**src/design/cbdm_pkg.sv**
```systemverilog
// Notes on behaviour
// - Decode transfer type bits 0-3, ignore bit 4
// - Address-only types get address acknowledge only
// - Writes go to memory or PCI by address
// - Write-with-kill to memory also invalidates cache block
// - Kill block acks; invalidates cache only for memory
// - All read types give identical read
// - Control-out write acked unless another device claims
// - Control-in returns all ones unless claimed
// - Lowest 2G maps to memory unchanged
// - 3G-8M to 3G: interrupt acknowledge, rest unoccupied
// - Top 2M: direct ROM or remote PCI memory
// - Unoccupied addresses read ones, writes ignored
// - Two registers select contiguous or compressed I/O
// - Each 4K page maps to own 32-byte group
// - Rest of page aliases onto first 32 bytes
// - Processor granted the bus whenever idle
// - Precise errors via error ack, imprecise via check
// - Processor data bus is 64 bits wide
// - Contiguous I/O keeps low 30 address bits
// - Contiguous mode selected after reset
// - Absent memory reads ones, sets select error
package cbdm_pkg;
  localparam logic [3:0] TT_WR_FLUSH = 4'h1;
  localparam logic [3:0] TT_WR_KILL = 4'h3;
  localparam logic [3:0] TT_READ = 4'h5;
  localparam logic [3:0] TT_KILL = 4'h6;
  localparam logic [3:0] TT_RD_MOD = 4'h7;
  localparam logic [3:0] TT_WR_ATOM = 4'h9;
  localparam logic [3:0] TT_EXT_OUT = 4'hA;
  localparam logic [3:0] TT_RD_ATOM = 4'hD;
  localparam logic [3:0] TT_EXT_IN = 4'hE;
  localparam logic [3:0] TT_RD_MOD_ATOM = 4'hF;
  localparam logic [31:0] A_CFG0_BASE = 32'h8080_0000;
  localparam logic [31:0] A_IO_BASE = 32'h8100_0000;
  localparam logic [31:0] A_CTRL_BASE = 32'hBF80_0000;
  localparam logic [31:0] A_PMEM_BASE = 32'hC000_0000;
  localparam logic [31:0] A_ROM_BASE = 32'hFFE0_0000;
  localparam logic [31:0] A_INTACK = 32'hBFFF_FFF0;
  localparam logic [31:0] A_IO_MAP = 32'h8000_0850;
  localparam logic [31:0] A_CTRL_INDEX = 32'h8000_0840;
  localparam logic [31:0] A_CTRL_DATA = 32'h8000_0844;
  localparam logic [7:0] IDX_OPT_ONE = 8'hBA;
  localparam logic [7:0] IDX_ERR_ONE = 8'hC1;
  localparam int IOMAP_NC_BIT = 0;
  localparam int OPT_NC_BIT = 0;
  localparam int ERR_MEMSEL_BIT = 5;
  localparam logic [7:0] IO_MAP_RESET = 8'h00;
  localparam logic [7:0] OPT_ONE_RESET = 8'h00;
  localparam logic [7:0] CTRL_INDEX_RESET = 8'h00;
  localparam logic [7:0] ONES8 = 8'hFF;
  localparam logic [63:0] ONES64 = 64'hFFFF_FFFF_FFFF_FFFF;
  localparam logic [2:0] PCMD_IO = 3'h0;
  localparam logic [2:0] PCMD_CFG0 = 3'h1;
  localparam logic [2:0] PCMD_MEM = 3'h3;
  localparam logic [2:0] PCMD_INTACK = 3'h4;
  typedef enum logic [2:0] {
    TGT_MEM = 3'h0,
    TGT_PIO = 3'h1,
    TGT_CFG0 = 3'h2,
    TGT_CTRL = 3'h3,
    TGT_PMEM = 3'h4,
    TGT_ROM = 3'h5
  } cbdm_target_e;
  typedef enum logic [4:0] {
    ST_IDLE = 5'h01,
    ST_MEM = 5'h02,
    ST_PCI = 5'h04,
    ST_RESP = 5'h08,
    ST_ERR = 5'h10
  } cbdm_state_e;
endpackage

```
**src/design/cbdm_addr_xlate.sv**
```systemverilog
`timescale 1ns/1ns
`default_nettype none
module cbdm_addr_xlate
  import cbdm_pkg::*;
(
  input wire logic [31:0] addr,
  input wire logic noncontig,
  input wire logic rom_remote,
  output var cbdm_target_e target,
  output logic [31:0] target_addr
);
  logic in_high;
  logic in_cfg0;
  logic in_io;
  logic in_ctrl;
  logic in_pmem;
  logic rom_direct;
  logic [31:0] strip_addr;
  logic [31:0] nc_addr;
  logic [31:0] rom_addr;

  // Range compares
  assign in_high = addr[31];
  assign in_cfg0 = addr >= A_CFG0_BASE;
  assign in_io = addr >= A_IO_BASE;
  assign in_ctrl = addr >= A_CTRL_BASE;
  assign in_pmem = addr >= A_PMEM_BASE;
  assign rom_direct = (addr >= A_ROM_BASE) & ~rom_remote;

  // Translated forms
  assign strip_addr = {2'b00, addr[29:0]};
  assign nc_addr = {16'h0000, addr[22:12], addr[4:0]};
  assign rom_addr = {11'h000, addr[20:0]};

  assign target = rom_direct ? TGT_ROM :
                  in_pmem ? TGT_PMEM :
                  in_ctrl ? TGT_CTRL :
                  in_io ? TGT_PIO :
                  in_cfg0 ? TGT_CFG0 :
                  in_high ? TGT_PIO : TGT_MEM;

  assign target_addr = ~in_high ? addr :
                       rom_direct ? rom_addr :
                       (~in_cfg0 & noncontig) ? nc_addr :
                       strip_addr;
endmodule
`default_nettype wire

```
**src/design/cbdm_top.sv**
```systemverilog
`timescale 1ns/1ns
`default_nettype none
module cbdm_top
  import cbdm_pkg::*;
(
  input wire logic clk,
  input wire logic rst_n,
  input wire logic ts_n,
  input wire logic extended_transfer_start_n,
  input wire logic [0:4] transfer_type_code,
  input wire logic [31:0] addr,
  input wire logic [63:0] cpu_data_in,
  input wire logic claimed_by_other,
  input wire logic rom_remote,
  input wire logic mem_done,
  input wire logic mem_absent,
  input wire logic [63:0] mem_rdata,
  input wire logic pci_done,
  input wire logic pci_error,
  input wire logic [63:0] pci_rdata,
  output logic bus_grant_n,
  output logic address_acknowledge_n,
  output logic transfer_acknowledge_n,
  output logic transfer_error_acknowledge_n,
  output logic machine_check_n,
  output logic [63:0] cpu_data_out,
  output logic cpu_data_oe,
  output logic mem_req,
  output logic mem_we,
  output logic mem_rom,
  output logic [31:0] mem_addr,
  output logic second_level_cache_invalidate,
  output logic pci_req,
  output logic pci_we,
  output logic [2:0] pci_cmd,
  output logic [31:0] pci_addr,
  output logic memsel_error
);
  cbdm_state_e st;
  cbdm_state_e next_st;
  cbdm_target_e target;
  logic [31:0] xaddr;
  logic [3:0] tt;
  logic [7:0] io_map_select;
  logic [7:0] bridge_options_one;
  logic [7:0] ctrl_index;
  logic [7:0] err_byte;
  logic [7:0] idx_rdata;
  logic [7:0] reg_rdata;
  logic [63:0] quick_data;
  logic [63:0] next_data;
  logic [2:0] next_cmd;
  logic [31:0] nc_expect;
  logic [31:0] strip_expect;
  logic st_idle;
  logic start;
  logic err_go;
  logic is_read;
  logic is_write;
  logic is_kill;
  logic ext_out;
  logic ext_in;
  logic addr_only;
  logic in_mem;
  logic noncontig;
  logic hit_iomap;
  logic hit_idx;
  logic hit_data;
  logic reg_hit;
  logic reg_wr;
  logic int_ack;
  logic ctrl_void;
  logic mem_go;
  logic pci_go;
  logic inval_go;
  logic quick;
  logic quick_ta;
  logic quick_rd;
  logic next_ta;
  logic next_rd;
  logic wr_lat;
  logic mcheck;
  logic memsel_set;
  logic memsel_clr;
  logic go_mem;
  logic go_pci;

  cbdm_addr_xlate u_xlate (
    .addr(addr),
    .noncontig(noncontig),
    .rom_remote(rom_remote),
    .target(target),
    .target_addr(xaddr)
  );

  // Transfer type classes
  assign tt = transfer_type_code[0:3];
  assign is_read = (tt == TT_READ) | (tt == TT_RD_MOD) |
                   (tt == TT_RD_ATOM) | (tt == TT_RD_MOD_ATOM);
  assign is_write = (tt == TT_WR_FLUSH) | (tt == TT_WR_KILL) |
                    (tt == TT_WR_ATOM);
  assign is_kill = tt == TT_KILL;
  assign ext_out = tt == TT_EXT_OUT;
  assign ext_in = tt == TT_EXT_IN;
  assign addr_only = ~(is_read | is_write | is_kill | ext_out | ext_in);

  // Start qualifiers
  assign st_idle = st == ST_IDLE;
  assign err_go = st_idle & ~extended_transfer_start_n;
  assign start = st_idle & ~ts_n & extended_transfer_start_n;

  // Target and register decode
  assign in_mem = ~addr[31];
  assign noncontig = io_map_select[IOMAP_NC_BIT] |
                     bridge_options_one[OPT_NC_BIT];
  assign hit_iomap = addr == A_IO_MAP;
  assign hit_idx = addr == A_CTRL_INDEX;
  assign hit_data = addr == A_CTRL_DATA;
  assign reg_hit = (is_read | is_write) & (hit_iomap | hit_idx | hit_data);
  assign reg_wr = start & is_write;
  assign int_ack = is_read & (addr == A_INTACK);
  assign ctrl_void = (is_read | is_write) & (target == TGT_CTRL) &
                     ~int_ack;
  assign mem_go = (is_read | is_write) & ~reg_hit &
                  ((target == TGT_MEM) | (target == TGT_ROM));
  assign pci_go = (is_read | is_write) & ~reg_hit & ~ctrl_void &
                  (target != TGT_MEM) & (target != TGT_ROM);
  assign inval_go = ((tt == TT_WR_KILL) | is_kill) &
                    (target == TGT_MEM);
  assign quick = addr_only | is_kill | reg_hit | ctrl_void |
                 ((ext_out | ext_in) & ~claimed_by_other);
  assign quick_ta = reg_hit | ctrl_void | ext_out | ext_in;
  assign quick_rd = (is_read & (reg_hit | ctrl_void)) | ext_in;
  assign go_mem = start & mem_go;
  assign go_pci = start & pci_go;

  // Register read path
  always_comb begin
    err_byte = 8'h00;
    err_byte[ERR_MEMSEL_BIT] = memsel_error;
  end
  assign idx_rdata = (ctrl_index == IDX_OPT_ONE) ? bridge_options_one :
                     (ctrl_index == IDX_ERR_ONE) ? err_byte : ONES8;
  assign reg_rdata = hit_iomap ? io_map_select :
                     hit_idx ? ctrl_index : idx_rdata;
  assign quick_data = reg_hit ? {56'h00_0000_0000_0000, reg_rdata}
                              : ONES64;

  // PCI command select
  assign next_cmd = int_ack ? PCMD_INTACK :
                    (target == TGT_CFG0) ? PCMD_CFG0 :
                    (target == TGT_PIO) ? PCMD_IO : PCMD_MEM;

  // Answer selection
  assign next_ta = st_idle ? quick_ta : 1'b1;
  assign next_rd = st_idle ? quick_rd : ~wr_lat;
  assign next_data = st_idle ? quick_data :
                     (st == ST_MEM) ? (mem_absent ? ONES64 : mem_rdata)
                                    : pci_rdata;
  assign mcheck = (st == ST_PCI) & pci_done & pci_error & wr_lat;
  assign memsel_set = (st == ST_MEM) & mem_done & mem_absent;
  assign memsel_clr = start & is_write & hit_data &
                      (ctrl_index == IDX_ERR_ONE) &
                      cpu_data_in[ERR_MEMSEL_BIT];

  // Helpers for checks
  assign nc_expect = {16'h0000, addr[22:12], addr[4:0]};
  assign strip_expect = {2'b00, addr[29:0]};

  always_comb begin
    next_st = st;
    unique case (st)
      ST_IDLE: begin
        if (err_go) begin
          next_st = ST_ERR;
        end else if (go_mem) begin
          next_st = ST_MEM;
        end else if (go_pci) begin
          next_st = ST_PCI;
        end else if (start & quick) begin
          next_st = ST_RESP;
        end
      end
      ST_MEM: if (mem_done) next_st = ST_RESP;
      ST_PCI: begin
        if (pci_done) begin
          next_st = (pci_error & ~wr_lat) ? ST_ERR : ST_RESP;
        end
      end
      ST_RESP, ST_ERR: next_st = ST_IDLE;
    endcase
  end

  always_ff @(posedge clk or negedge rst_n) begin
    if (!rst_n) begin
      st <= ST_IDLE;
    end else begin
      st <= next_st;
    end
  end

  // Software registers
  always_ff @(posedge clk or negedge rst_n) begin
    if (!rst_n) begin
      io_map_select <= IO_MAP_RESET;
      bridge_options_one <= OPT_ONE_RESET;
      ctrl_index <= CTRL_INDEX_RESET;
    end else if (reg_wr) begin
      if (hit_iomap) io_map_select <= cpu_data_in[7:0];
      if (hit_idx) ctrl_index <= cpu_data_in[7:0];
      if (hit_data & (ctrl_index == IDX_OPT_ONE)) begin
        bridge_options_one <= cpu_data_in[7:0];
      end
    end
  end

  // Sticky select error, set wins
  always_ff @(posedge clk or negedge rst_n) begin
    if (!rst_n) begin
      memsel_error <= 1'b0;
    end else begin
      memsel_error <= memsel_set | (memsel_error & ~memsel_clr);
    end
  end

  // Processor bus answers
  always_ff @(posedge clk or negedge rst_n) begin
    if (!rst_n) begin
      bus_grant_n <= 1'b0;
      address_acknowledge_n <= 1'b1;
      transfer_acknowledge_n <= 1'b1;
      transfer_error_acknowledge_n <= 1'b1;
      machine_check_n <= 1'b1;
      cpu_data_oe <= 1'b0;
      cpu_data_out <= ONES64;
    end else begin
      bus_grant_n <= next_st != ST_IDLE;
      address_acknowledge_n <= ~((next_st == ST_RESP) |
                                 (next_st == ST_ERR));
      transfer_acknowledge_n <= ~((next_st == ST_RESP) & next_ta);
      transfer_error_acknowledge_n <= next_st != ST_ERR;
      machine_check_n <= ~mcheck;
      cpu_data_oe <= (next_st == ST_RESP) & next_ta & next_rd;
      if (next_st == ST_RESP) cpu_data_out <= next_data;
    end
  end

  // Memory and PCI requests
  always_ff @(posedge clk or negedge rst_n) begin
    if (!rst_n) begin
      mem_req <= 1'b0;
      pci_req <= 1'b0;
      second_level_cache_invalidate <= 1'b0;
    end else begin
      mem_req <= go_mem;
      pci_req <= go_pci;
      second_level_cache_invalidate <= start & inval_go;
    end
  end

  always_ff @(posedge clk or negedge rst_n) begin
    if (!rst_n) begin
      mem_we <= 1'b0;
      mem_rom <= 1'b0;
      mem_addr <= 32'h0000_0000;
      pci_we <= 1'b0;
      pci_cmd <= PCMD_IO;
      pci_addr <= 32'h0000_0000;
      wr_lat <= 1'b0;
    end else if (start) begin
      mem_we <= is_write;
      mem_rom <= target == TGT_ROM;
      mem_addr <= xaddr;
      pci_we <= is_write;
      pci_cmd <= next_cmd;
      pci_addr <= xaddr;
      wr_lat <= is_write;
    end
  end
endmodule
`default_nettype wire

```
**config.mk**
```make
export PLATFORM = sky130hd
export DESIGN_NAME = cbdm_top
export DESIGN_NICKNAME = d
export VERILOG_FILES = /design/src/design/cbdm_pkg.sv /design/src/design/cbdm_addr_xlate.sv /design/src/design/cbdm_top.sv
export SDC_FILE = /design/constraint.sdc
export NUM_CORES = 1
export LEC_CHECK = 0
export ABC_AREA = 0
export BUFFER_PORTS_ARGS = -buffer_cell sky130_fd_sc_hd__buf_2
export CORE_MARGIN = 3
export CORE_UTILIZATION = 40
export DETAILED_ROUTE_END_ITERATION = 16
export PLACE_DENSITY = 0.74
export SETUP_SLACK_MARGIN = 0.05
export SLEW_MARGIN = 10
export SYNTH_ARGS = -nofsm -noshare
export SYNTH_HDL_FRONTEND = slang
export SYNTH_HIERARCHICAL = 1
export SYNTH_SLANG_ARGS = --single-unit
```
**constraint.sdc**
```tcl
create_clock -name clk -period 2.7 [get_ports clk]
set_input_delay 0.405 -clock clk [delete_from_list [all_inputs] [get_ports clk]]
set_output_delay 0.405 -clock clk [all_outputs]
set_load 0.005 [all_outputs]
```
== Yosys cells after proc, flatten, opt, wreduce, memory -nomap -nowiden ==
Index checks and enable logic that the tools add are counted.
Widths: inputs -> output; s select.

* Magnitude comparators: 5
* Eq/ne operators: 30
* Mux-type cells: 30
* Bitwise logic cells: 74
* Reduce and logical (&&, ||, !) cells: 6

{| class="wikitable"
|+ Operator list
! cell !! number
|-
| $mux 64 || 4
|-
| $ge 32x32->1 const B || 5
|-
| $eq 32x32->1 const B || 4
|-
| $mux 32 || 2
|-
| $and 1x1->1 || 35
|-
| $mux 5 || 7
|-
| $mux 8 || 4
|-
| $mux 30 || 1
|-
| $or 1x1->1 || 25
|-
| $eq 4x4->1 const B || 5
|-
| $pmux 5 s4 || 1
|-
| $mux 3 || 6
|-
| $eq 8x8->1 const B || 2
|-
| $not 1->1 || 14
|-
| $eq 4x3->1 const B || 3
|-
| $eq 5x4->1 const B || 2
|-
| $eq 5x5->1 const B || 2
|-
| $eq 3x2->1 const B || 2
|-
| $reduce_and 2->1 || 3
|-
| $eq 5x1->1 const B || 1
|-
| $eq 5x2->1 const B || 1
|-
| $eq 5x3->1 const B || 1
|-
| $ne 5x1->1 const B || 1
|-
| $ne 5x5->1 const B || 1
|-
| 10 further kinds || 13
|}

* Register bits: 140
* Bits of input ports: 239

== Depth between registers and ports, before layout ==
Gate-level depths: netlist of run 1.

* Depth after elaboration: 22
* Gate-level depth with buffers: 15
* Depth with buffers taken out: 11

== Hierarchy ==
The synthesis of run 1 kept the hierarchy.

{| class="wikitable"
|+ By module, submodules not included
! module !! times used !! cells each !! area each (um2) !! sequential area each (um2)
|-
| cbdm_top || 1 || 730 || 7692.4 || 3589.7
|-
| cbdm_addr_xlate || 1 || 52 || 467.9 || 0.0
|}

== Least setup slack after synthesis of run 1 ==
OpenSTA, ideal clock, no wires.

* Path type: input to register
* From: in addr[30]
* To: reg cpu_data_out[25]
* Arrival: 3.204 ns
* Required time: 2.618 ns
* Setup slack: -0.586 ns
* Stages: 14
* Path buffers: 4
* Cells stage by stage: and2_1 -> and4b_1 -> clkbuf_1 -> a21o_1 -> clkbuf_1 -> nand2_1 -> nor2_1 -> a211oi_1 -> or2_2 -> a41o_1 -> or3_4 -> buf_6 -> buf_12 -> mux2_4

* Cells in the longest elaborated chain, start to end: 19
* Elaborated cells on any way between the ends: 49
* Classes of those cells: order compare: 5; eq/ne: 8; mux: 12; bitwise: 22; reduce/logical: 2

{| class="wikitable"
|+ RTL lines
! item !! RTL line !! source
|-
| start, declared || cbdm_top.sv:11 || <nowiki>input wire logic [31:0] addr,</nowiki>
|-
| $ge 32x32->1 || cbdm_addr_xlate.sv:24 || <nowiki>assign in_cfg0 = addr >= A_CFG0_BASE;</nowiki>
|-
| $mux 3 || cbdm_addr_xlate.sv:39 || <nowiki>in_cfg0 ? TGT_CFG0 :</nowiki>
|-
| $mux 3 || cbdm_addr_xlate.sv:38 || <nowiki>in_io ? TGT_PIO :</nowiki>
|-
| $mux 3 || cbdm_addr_xlate.sv:37 || <nowiki>in_ctrl ? TGT_CTRL :</nowiki>
|-
| $mux 3 || cbdm_addr_xlate.sv:36 || <nowiki>in_pmem ? TGT_PMEM :</nowiki>
|-
| $mux 3 (*) || cbdm_addr_xlate.sv:35 || <nowiki>assign target = rom_direct ? TGT_ROM :</nowiki>
|-
| named net target[0] || cbdm_top.sv:41 || <nowiki>cbdm_target_e target;</nowiki>
|-
| $eq 3x2->1 || cbdm_top.sv:122 || <nowiki>assign ctrl_void = (is_read | is_write) & (target == TGT_CTRL) &</nowiki>
|-
| [... 5 more ...] || - ||
|-
| $and 1x1->1 || cbdm_top.sv:127 || <nowiki>(target != TGT_MEM) & (target != TGT_ROM);</nowiki>
|-
| $and 1x1->1 || cbdm_top.sv:135 || <nowiki>assign go_pci = start & pci_go;</nowiki>
|-
| $mux 5 || cbdm_top.sv:178 || <nowiki>end else if (go_pci) begin</nowiki>
|-
| $mux 5 (*) || cbdm_top.sv:176 || <nowiki>end else if (go_mem) begin</nowiki>
|-
| $mux 5 (*) || cbdm_top.sv:174 || <nowiki>if (err_go) begin</nowiki>
|-
| $pmux 5 s4 (*) || cbdm_top.sv:172 || <nowiki>unique case (st)</nowiki>
|-
| named net next_st[0] || cbdm_top.sv:40 || <nowiki>cbdm_state_e next_st;</nowiki>
|-
| $eq 5x4->1 (*) || cbdm_top.sv:244 || <nowiki>if (next_st == ST_RESP) cpu_data_out <= next_data;</nowiki>
|-
| end signal, assigned || cbdm_top.sv:244 ||
|-
| end, declared || cbdm_top.sv:26 || <nowiki>output logic [63:0] cpu_data_out,</nowiki>
|}

Mark *: on every way through the listed nets, which the timed path passes. The rest lies on a longest branch.
A chain may end at the register's enable or synchronous reset.

== Worst setup path after layout of run 1 ==
* From: in addr[10]
* To: reg cpu_data_out[11]

* Cells in the longest elaborated chain, start to end: 19
* Elaborated cells on any way between the ends: 49
* Classes of those cells: order compare: 5; eq/ne: 8; mux: 12; bitwise: 22; reduce/logical: 2

{| class="wikitable"
|+ RTL lines
! item !! RTL line
|-
| $ge 32x32->1 || cbdm_addr_xlate.sv:24
|-
| $mux 3 || cbdm_addr_xlate.sv:39
|-
| $mux 3 || cbdm_addr_xlate.sv:38
|-
| $mux 3 || cbdm_addr_xlate.sv:37
|-
| $mux 3 || cbdm_addr_xlate.sv:36
|-
| $mux 3 || cbdm_addr_xlate.sv:35
|-
| $eq 3x2->1 || cbdm_top.sv:122
|-
| $and 1x1->1 (2 in series) || cbdm_top.sv:122
|-
| [... 3 more ...] || -
|-
| $and 1x1->1 || cbdm_top.sv:127
|-
| $and 1x1->1 || cbdm_top.sv:135
|-
| $mux 5 || cbdm_top.sv:178
|-
| $mux 5 (*) || cbdm_top.sv:176
|-
| $mux 5 (*) || cbdm_top.sv:174
|-
| $pmux 5 s4 (*) || cbdm_top.sv:172
|-
| named net next_st[0] || cbdm_top.sv:40
|-
| $eq 5x4->1 (*) || cbdm_top.sv:244
|}

Marks and branches as above.

==> results of run 1 <==
## metal layers
metal / track usage [%] / up-vias / share of wire, %
li1: - / 3496 / -
met1: 27.1 / 3616 / 43
met2: 36.0 / 216 / 50
met3: 4.59 / 40 / 4.6
met4: 7.41 / 2 / 2.3
met5: 0 / - / 0.052
## synthesized netlist by cell type, types with 14 or more instances
library cell | n | area, sq um
o21ai_0 | 127 | 636
mux2_2 | 84 | 946
dfrtp_1 | 71 | 1780
dfstp_2 | 69 | 1810
or3_1 | 57 | 357
clkbuf_1 | 46 | 173
mux2_4 | 46 | 691
nor2_1 | 44 | 165
buf_4 | 42 | 315
nand2_1 | 25 | 93.8
a21oi_1 | 20 | 100
nor3_1 | 15 | 75.1
nor4_1 | 14 | 87.6
## critical path, delay by kind of cell
family,cells,cell delay [ps]
simple gates,5,1520
mux,1,330
buf+inv,2,280
compound gates,2,490
## power groups by stage
stage	combinational (W)	sequential [W]	clock, W
floorplan	0.00314	0.00386	0
global placement	0.00471	0.00384	0
detailed placement	0.00484	0.00386	0
CTS	0.00494	0.00384	0.00244
global route	0.00567	0.00396	0.00254
finish	0.00519	0.00385	0.00238
## state kept, by name, summed over array words and instances (netlist names)
register / count
address_acknowledge_n: 1
bridge_options_one: 8
bus_grant_n: 1
cpu_data_oe: 1
cpu_data_out: 64
ctrl_index: 8
io_map_select: 8
machine_check_n: 1
mem_req: 1
mem_rom: 1
memsel_error: 1
pci_addr: 32
pci_cmd: 3
pci_req: 1
second_level_cache_invalidate: 1
st: 5
transfer_acknowledge_n: 1
transfer_error_acknowledge_n: 1
wr_lat: 1
## area by class of cell
class | instances | area, sq um
Multi-Input combinational cell | 540 | 4160
Clock buffer | 20 | 468
Fill cell | 1690 | 8500
Inverter | 6 | 22.5
Timing Repair Buffer | 418 | 2570
Sequential cell | 140 | 3590
Tap cell | 265 | 332
Antenna cell | 3 | 7.51
Clock inverter | 12 | 134
## kinds of logic after synthesis
logic type	synth area share (%)
buf+inv	7.62
mux	20.1
flops	44.0
xor+xnor	0.644
other cells	0.0460
compound gates	11.4
simple gates	16.3
## per-stage QoR
stage | cells | setup WS [ps] | TNS, ps
finish | 1404 | 15.0 | 0
global route | 1404 | -24.0 | -397
CTS | 1388 | 32.2 | 0
detailed placement | 1352 | -495 | -30820
global placement | 1352 | -461 | -29130
floorplan | 782 | -231 | -11440
## cell usage in the layout, fill, tap and decap left out, types with 10 or more instances in the layout
| cell | count |
|---|---|
| buf_2 | 316 |
| o21ai_0 | 125 |
| mux2_2 | 84 |
| buf_4 | 78 |
| dfrtp_1 | 70 |
| dfstp_2 | 69 |
| or3_1 | 56 |
| mux2_4 | 46 |
| nor2_1 | 39 |
| clkbuf_16 | 22 |
| nand2_1 | 19 |
| a21oi_1 | 18 |
| nor4_1 | 13 |
| nor3_1 | 13 |
| o22ai_1 | 11 |
| nand3_1 | 10 |
## repair_timing
item,in CTS,in global routing
cloned,1,6
hold buffers,1,0
pin swaps,3,14
setup endpoints to repair,64,66
buffers inserted,2,7
gates resized for setup,8,42
endpoints found under the hold margin,30,0
## path summary, 6_finish.rpt
kind | depth (start not counted) | end | from
worst max-delay path | 10 | cpu_data_out[11] | addr[10]
worst min-delay path | 2 | machine_check_n | pci_error
worst max register to register | 9 | cpu_data_out[40] | st[0]
worst min register to register | 2 | pci_cmd[0] | pci_cmd[0]
max in group asynchronous | 3 | cpu_data_out[60] | rst_n
min in group asynchronous | 2 | st[4] | rst_n
==> run_results.csv, run 1 <==
group,metric,value,unit
critical_path,criticalPathCategory,"in -> reg",
floorplan,die_area,22200,sq um
power,leakagePower,5.41,nW
logic_synthesis,synth-main-ff-cell,"dfrtp_1",
power,pwr-share-seq,33.7,%
route,antenna_left,0,
layout,area_growth,38.3,%
power,power.internal,0.00759,W
clock_network,cts_max_path_buffers,2,
timing,min_period,2690,ps
layout,drive_gt1_share,60.7,%
power,p_sw,0.00383,W
clock_network,insertion_delay,410,ps
timing,hold_viol_final,0,
route,post_drt_wl_per_cell,17.8,um
route,vias,7370,
power,switching_share,33.6,%
clock_network,htreeDepth,4,
timing,slew_headroom,34.3,%
critical_path,crit_slowest_cell,"or4_1",
critical_path,arrival,3020,ps
timing,final-setup-viol-count,0,
clock_network,cts.sinks,140,
critical_path,cp-end-kind,"register",
route,vias_per_cell,5.25,
layout,fin_nets,1362,
floorplan,core,19800,sq um
layout,final_util,57.0,%
logic_synthesis,syn_inst,782,
worst_hold_path,worstHoldPathType,"in -> reg",
logic_synthesis,synth_seq_area_share,44.0,%
logic_synthesis,ys_warn_count,6,
logic_synthesis,synth_nets,1021,
clock_network,path_clk_slew,60,ps
floorplan,fp.dieH,149,um
power,power,0.0114,W
grt,track_usage,21.3,%
critical_path,cpPeakStageDelay,520,ps
power,pwr-share-comb,45.5,%
floorplan,start_util,41.3,%
place,gp_congestion,0.838,
timing,clock_skew,9.92,ps
place,hpwl,17.9,mm
timing,rsz0062_at_grt,"true",
floorplan,num_rows,51,
timing,fmax,372,MHz
route,firstDrtPassIters,4,
power,ir_drop,484,uV
critical_path,crit_chain,"buf_2 > nand4_1 > or4_1 > or4_4 > a211oi_2 > or2_4 > a41o_1 > or3_4 > clkbuf_16 > mux2_2",
route,first_iter_violations,323,
route,drc_errors,0,
place,port_buffers,325,
status,status,"complete, no violations",
route,totalWireLength,25.0,mm
layout,fin_area,11300,sq um
logic_synthesis,ys_types,54,
flow_run,cap_violations,0,
logic_synthesis,netlist_area,8160,sq um
critical_path,ff2ff_setup_slack,70,ps
logic_synthesis,async_flop_share,100,%
power,powerDensity,1010,nW/um^2
grt,grt_pass1_wl,37.8,mm
critical_path,crit_fanout,6,
floorplan,ioPinCount,383,
clock_network,ctsRootBufferMaster,"clkbuf_16",
grt,overflow,0,
grt,grt_pass1_vias,7386,
timing,fin_crit_sh,99.4,%
place,postPlaceCellArea,10200,sq um
grt,grt_max_degree,66,
clock_network,cts_buffers,17,
logic_synthesis,synth.avg_cell_area,10.4,sq um
grt,antenna_found_initial,4,
timing,worst_pin_slew,985,ps
logic_synthesis,synth-edff-count,0,
timing,drv_slew,0,
critical_path,cp.required,3040,ps
clock_network,cts_tree,"yes",
power,power_frac_clock,20.8,%
floorplan,die_x,149,um
timing,fin_hold_ws,180,ps
logic_synthesis,ys_seq_elements,140,
critical_path,critPathLaunchType,"primary input",
Note: power is estimated with default switching activity, not from simulation.
==> inputs of run 2 (changes only) <==
--- a/config.mk
+++ b/config.mk
@@ -9,6 +9,7 @@
 export BUFFER_PORTS_ARGS = -buffer_cell sky130_fd_sc_hd__buf_2
 export CORE_MARGIN = 3
 export CORE_UTILIZATION = 40
+export CTS_BUF_LIST = sky130_fd_sc_hd__clkbuf_2
 export DETAILED_ROUTE_END_ITERATION = 16
 export PLACE_DENSITY = 0.74
 export SETUP_SLACK_MARGIN = 0.05
==> run_results.csv, run 2 (synthesized netlist as in run 1, its figures left out) <==
group,metric,value,unit
status,status,"complete, no violations",
grt,grt_pass1_vias,7313,
timing,worst_slack,51.1,ps
clock_network,ctsRootBufferMaster,"clkbuf_2",
grt,grt_max_degree,66,
floorplan,core,19800,sq um
floorplan,die_x,149,um
timing,final-setup-viol-count,0,
grt,track_usage,21.0,%
layout,final_cell_count_no_fill,1415,
layout,max_flop_register,"cpu_data_out",
critical_path,criticalPathCategory,"in -> reg",
grt,use_met3,4.44,%
timing,slew_headroom,34.7,%
power,powerDensity,952,nW/um^2
critical_path,critPathLaunchType,"primary input",
power,switching_share,36.2,%
route,drc_errors,0,
clock_network,htreeDepth,4,
power,pwr-share-seq,36.8,%
grt,top_usage_layer,"met2",
place,gp_congestion,0.838,
power,power_frac_clock,12.9,%
grt,gr-usage-met1,26.7,%
critical_path,cp.required,3330,ps
place,port_buffers,325,
layout,multi_input_area,4100,sq um
power,leakagePower,5.27,nW
clock_network,cts_tree,"yes",
layout,reg.largest.list,"cpu_data_out: 64 flops, pci_addr: 32 flops",
critical_path,arrival,3280,ps
grt,grt_pass1_wl,37.5,mm
timing,fmax,378,MHz
power,power.internal,0.00664,W
layout,area_growth,33.8,%
flow_run,cap_violations,0,
grt,antenna_found_initial,5,
power,p_sw,0.00376,W
route,post_drt_wl_per_cell,17.7,um
timing,rsz0062_at_grt,"false",
timing,drv_slew,0,
timing,worst_pin_slew,979,ps
route,totalWireLength,25.0,mm
place,post-place-ws,-495,ps
clock_network,cts_max_path_buffers,2,
floorplan,fp.dieH,149,um
timing,hold_viol_final,0,
power,ir_drop,451,uV
floorplan,die_area,22200,sq um
layout,largest_register_ffs,64,
layout,regArea,3590,sq um
layout,fill_cells,1754,
route,firstDrtPassIters,5,
critical_path,crit_fanout,6,
clock_network,cts.sinks,140,
clock_network,cts_buffers,17,
timing,clock_skew,38.2,ps
place,place_inst,1352,
route,vias,7371,
floorplan,ioPinCount,383,
place,hpwl,17.9,mm
clock_network,insertion_delay,690,ps
power,pwr-share-comb,50.3,%
layout,final_common_cell,"buf_2",
route,vias_per_cell,5.21,
critical_path,cp-end-kind,"register",
grt,use_met2,36.1,%
layout,fin_nets,1372,
floorplan,num_rows,51,
route,first_iter_violations,349,
timing,min_period,2650,ps
layout,final_cell_mix,"324 x buf_2, 125 x o21ai_0, 84 x mux2_2, 71 x dfrtp_1, 71 x buf_4",
grt,overflow,0,
floorplan,start_util,41.3,%
clock_network,path_clk_slew,200,ps
route,antenna_left,0,
layout,drive_gt1_share,58.9,%
timing,fin_crit_sh,98.1,%
worst_hold_path,worstHoldPathType,"in -> reg",
run 2: cell count changes in the layout (fill, tap and decap cells not counted), moves of 7 or more:
cell and change:
buf_2 +8, buf_4 -7, clkbuf_16 -19, clkbuf_2 +18, dlygate4sd3_1 +16
run 2: timing repair:
item | CTS | global route
endpoints found under the setup margin | 42 | 66
resized for setup | 0 | 27
setup buffers | 1 | 3
hold buffers | 16 | 1
endpoints found under the hold margin | 103 | 1
cloned | 0 | 6
pin swaps | 0 | 4
run 2: final cells by class:
class                   count  area share, %
multi-input cells         540           37.6
flip-flops and latches    140           32.9
well taps                 265           3.04
inverters                   6          0.206
clock inverters            14           1.54
diodes                      4         0.0916
clock buffers              18          0.825
repair buffers            428           23.9
run 2: final timing paths:
path | endpoint | slack [ps] | cells after the start | from
max | cpu_data_out[28] | 50 | 13 | addr[2]
min | st[2] | 80 | 4 | pci_done
max reg2reg | cpu_data_out[28] | 70 | 8 | st[1]
min reg2reg | pci_cmd[2] | 510 | 2 | pci_cmd[2]
max in group asynchronous | cpu_data_out[60] | 1570 | 3 | rst_n
min in group asynchronous | pci_cmd[1] | 220 | 2 | rst_n
run 2: per-layer routing:
metal	routed length, um	share of wire (%)
met2	12600	51
met5	13	0.052
met4	579	2.3
met1	10500	42
met3	1280	5.1
run 2: worst max-delay path, cell delays in order:
cell           delay [ps]
buf_2                 110
dlygate4sd3_1         580
buf_4                 170
nand2_1                50
nand3_1                70
nor3_1                240
buf_4                 180
nor2_2                 50
a31oi_1               320
o21ai_2               150
or3_4                 470
clkbuf_16             200
mux2_4                290
run 2: per-stage QoR:
step | cell area [sq um] | util [%] | setup TNS (ps) | hold WS (ps) | total power (W)
floorplan | 8240 | - | -11440 | 109 | 0.00700
global placement | 10200 | 51.8 | -29130 | 388 | 0.00855
detailed placement | 10200 | 51.8 | -30820 | 389 | 0.00870
CTS | 10700 | 53.9 | 0 | 0.879 | 0.0101
global route | 10900 | 55.2 | 0 | 14.2 | 0.0111
finish | 10900 | 55.2 | 0 | 82.9 | 0.0104
run 2: power groups by stage:
stage	Combinational [W]	Sequential (W)	Clock [W]
finish	0.00523	0.00383	0.00134
global route	0.00570	0.00393	0.00149
CTS	0.00489	0.00382	0.00140
detailed placement	0.00484	0.00386	0
global placement	0.00471	0.00384	0
floorplan	0.00314	0.00386	0
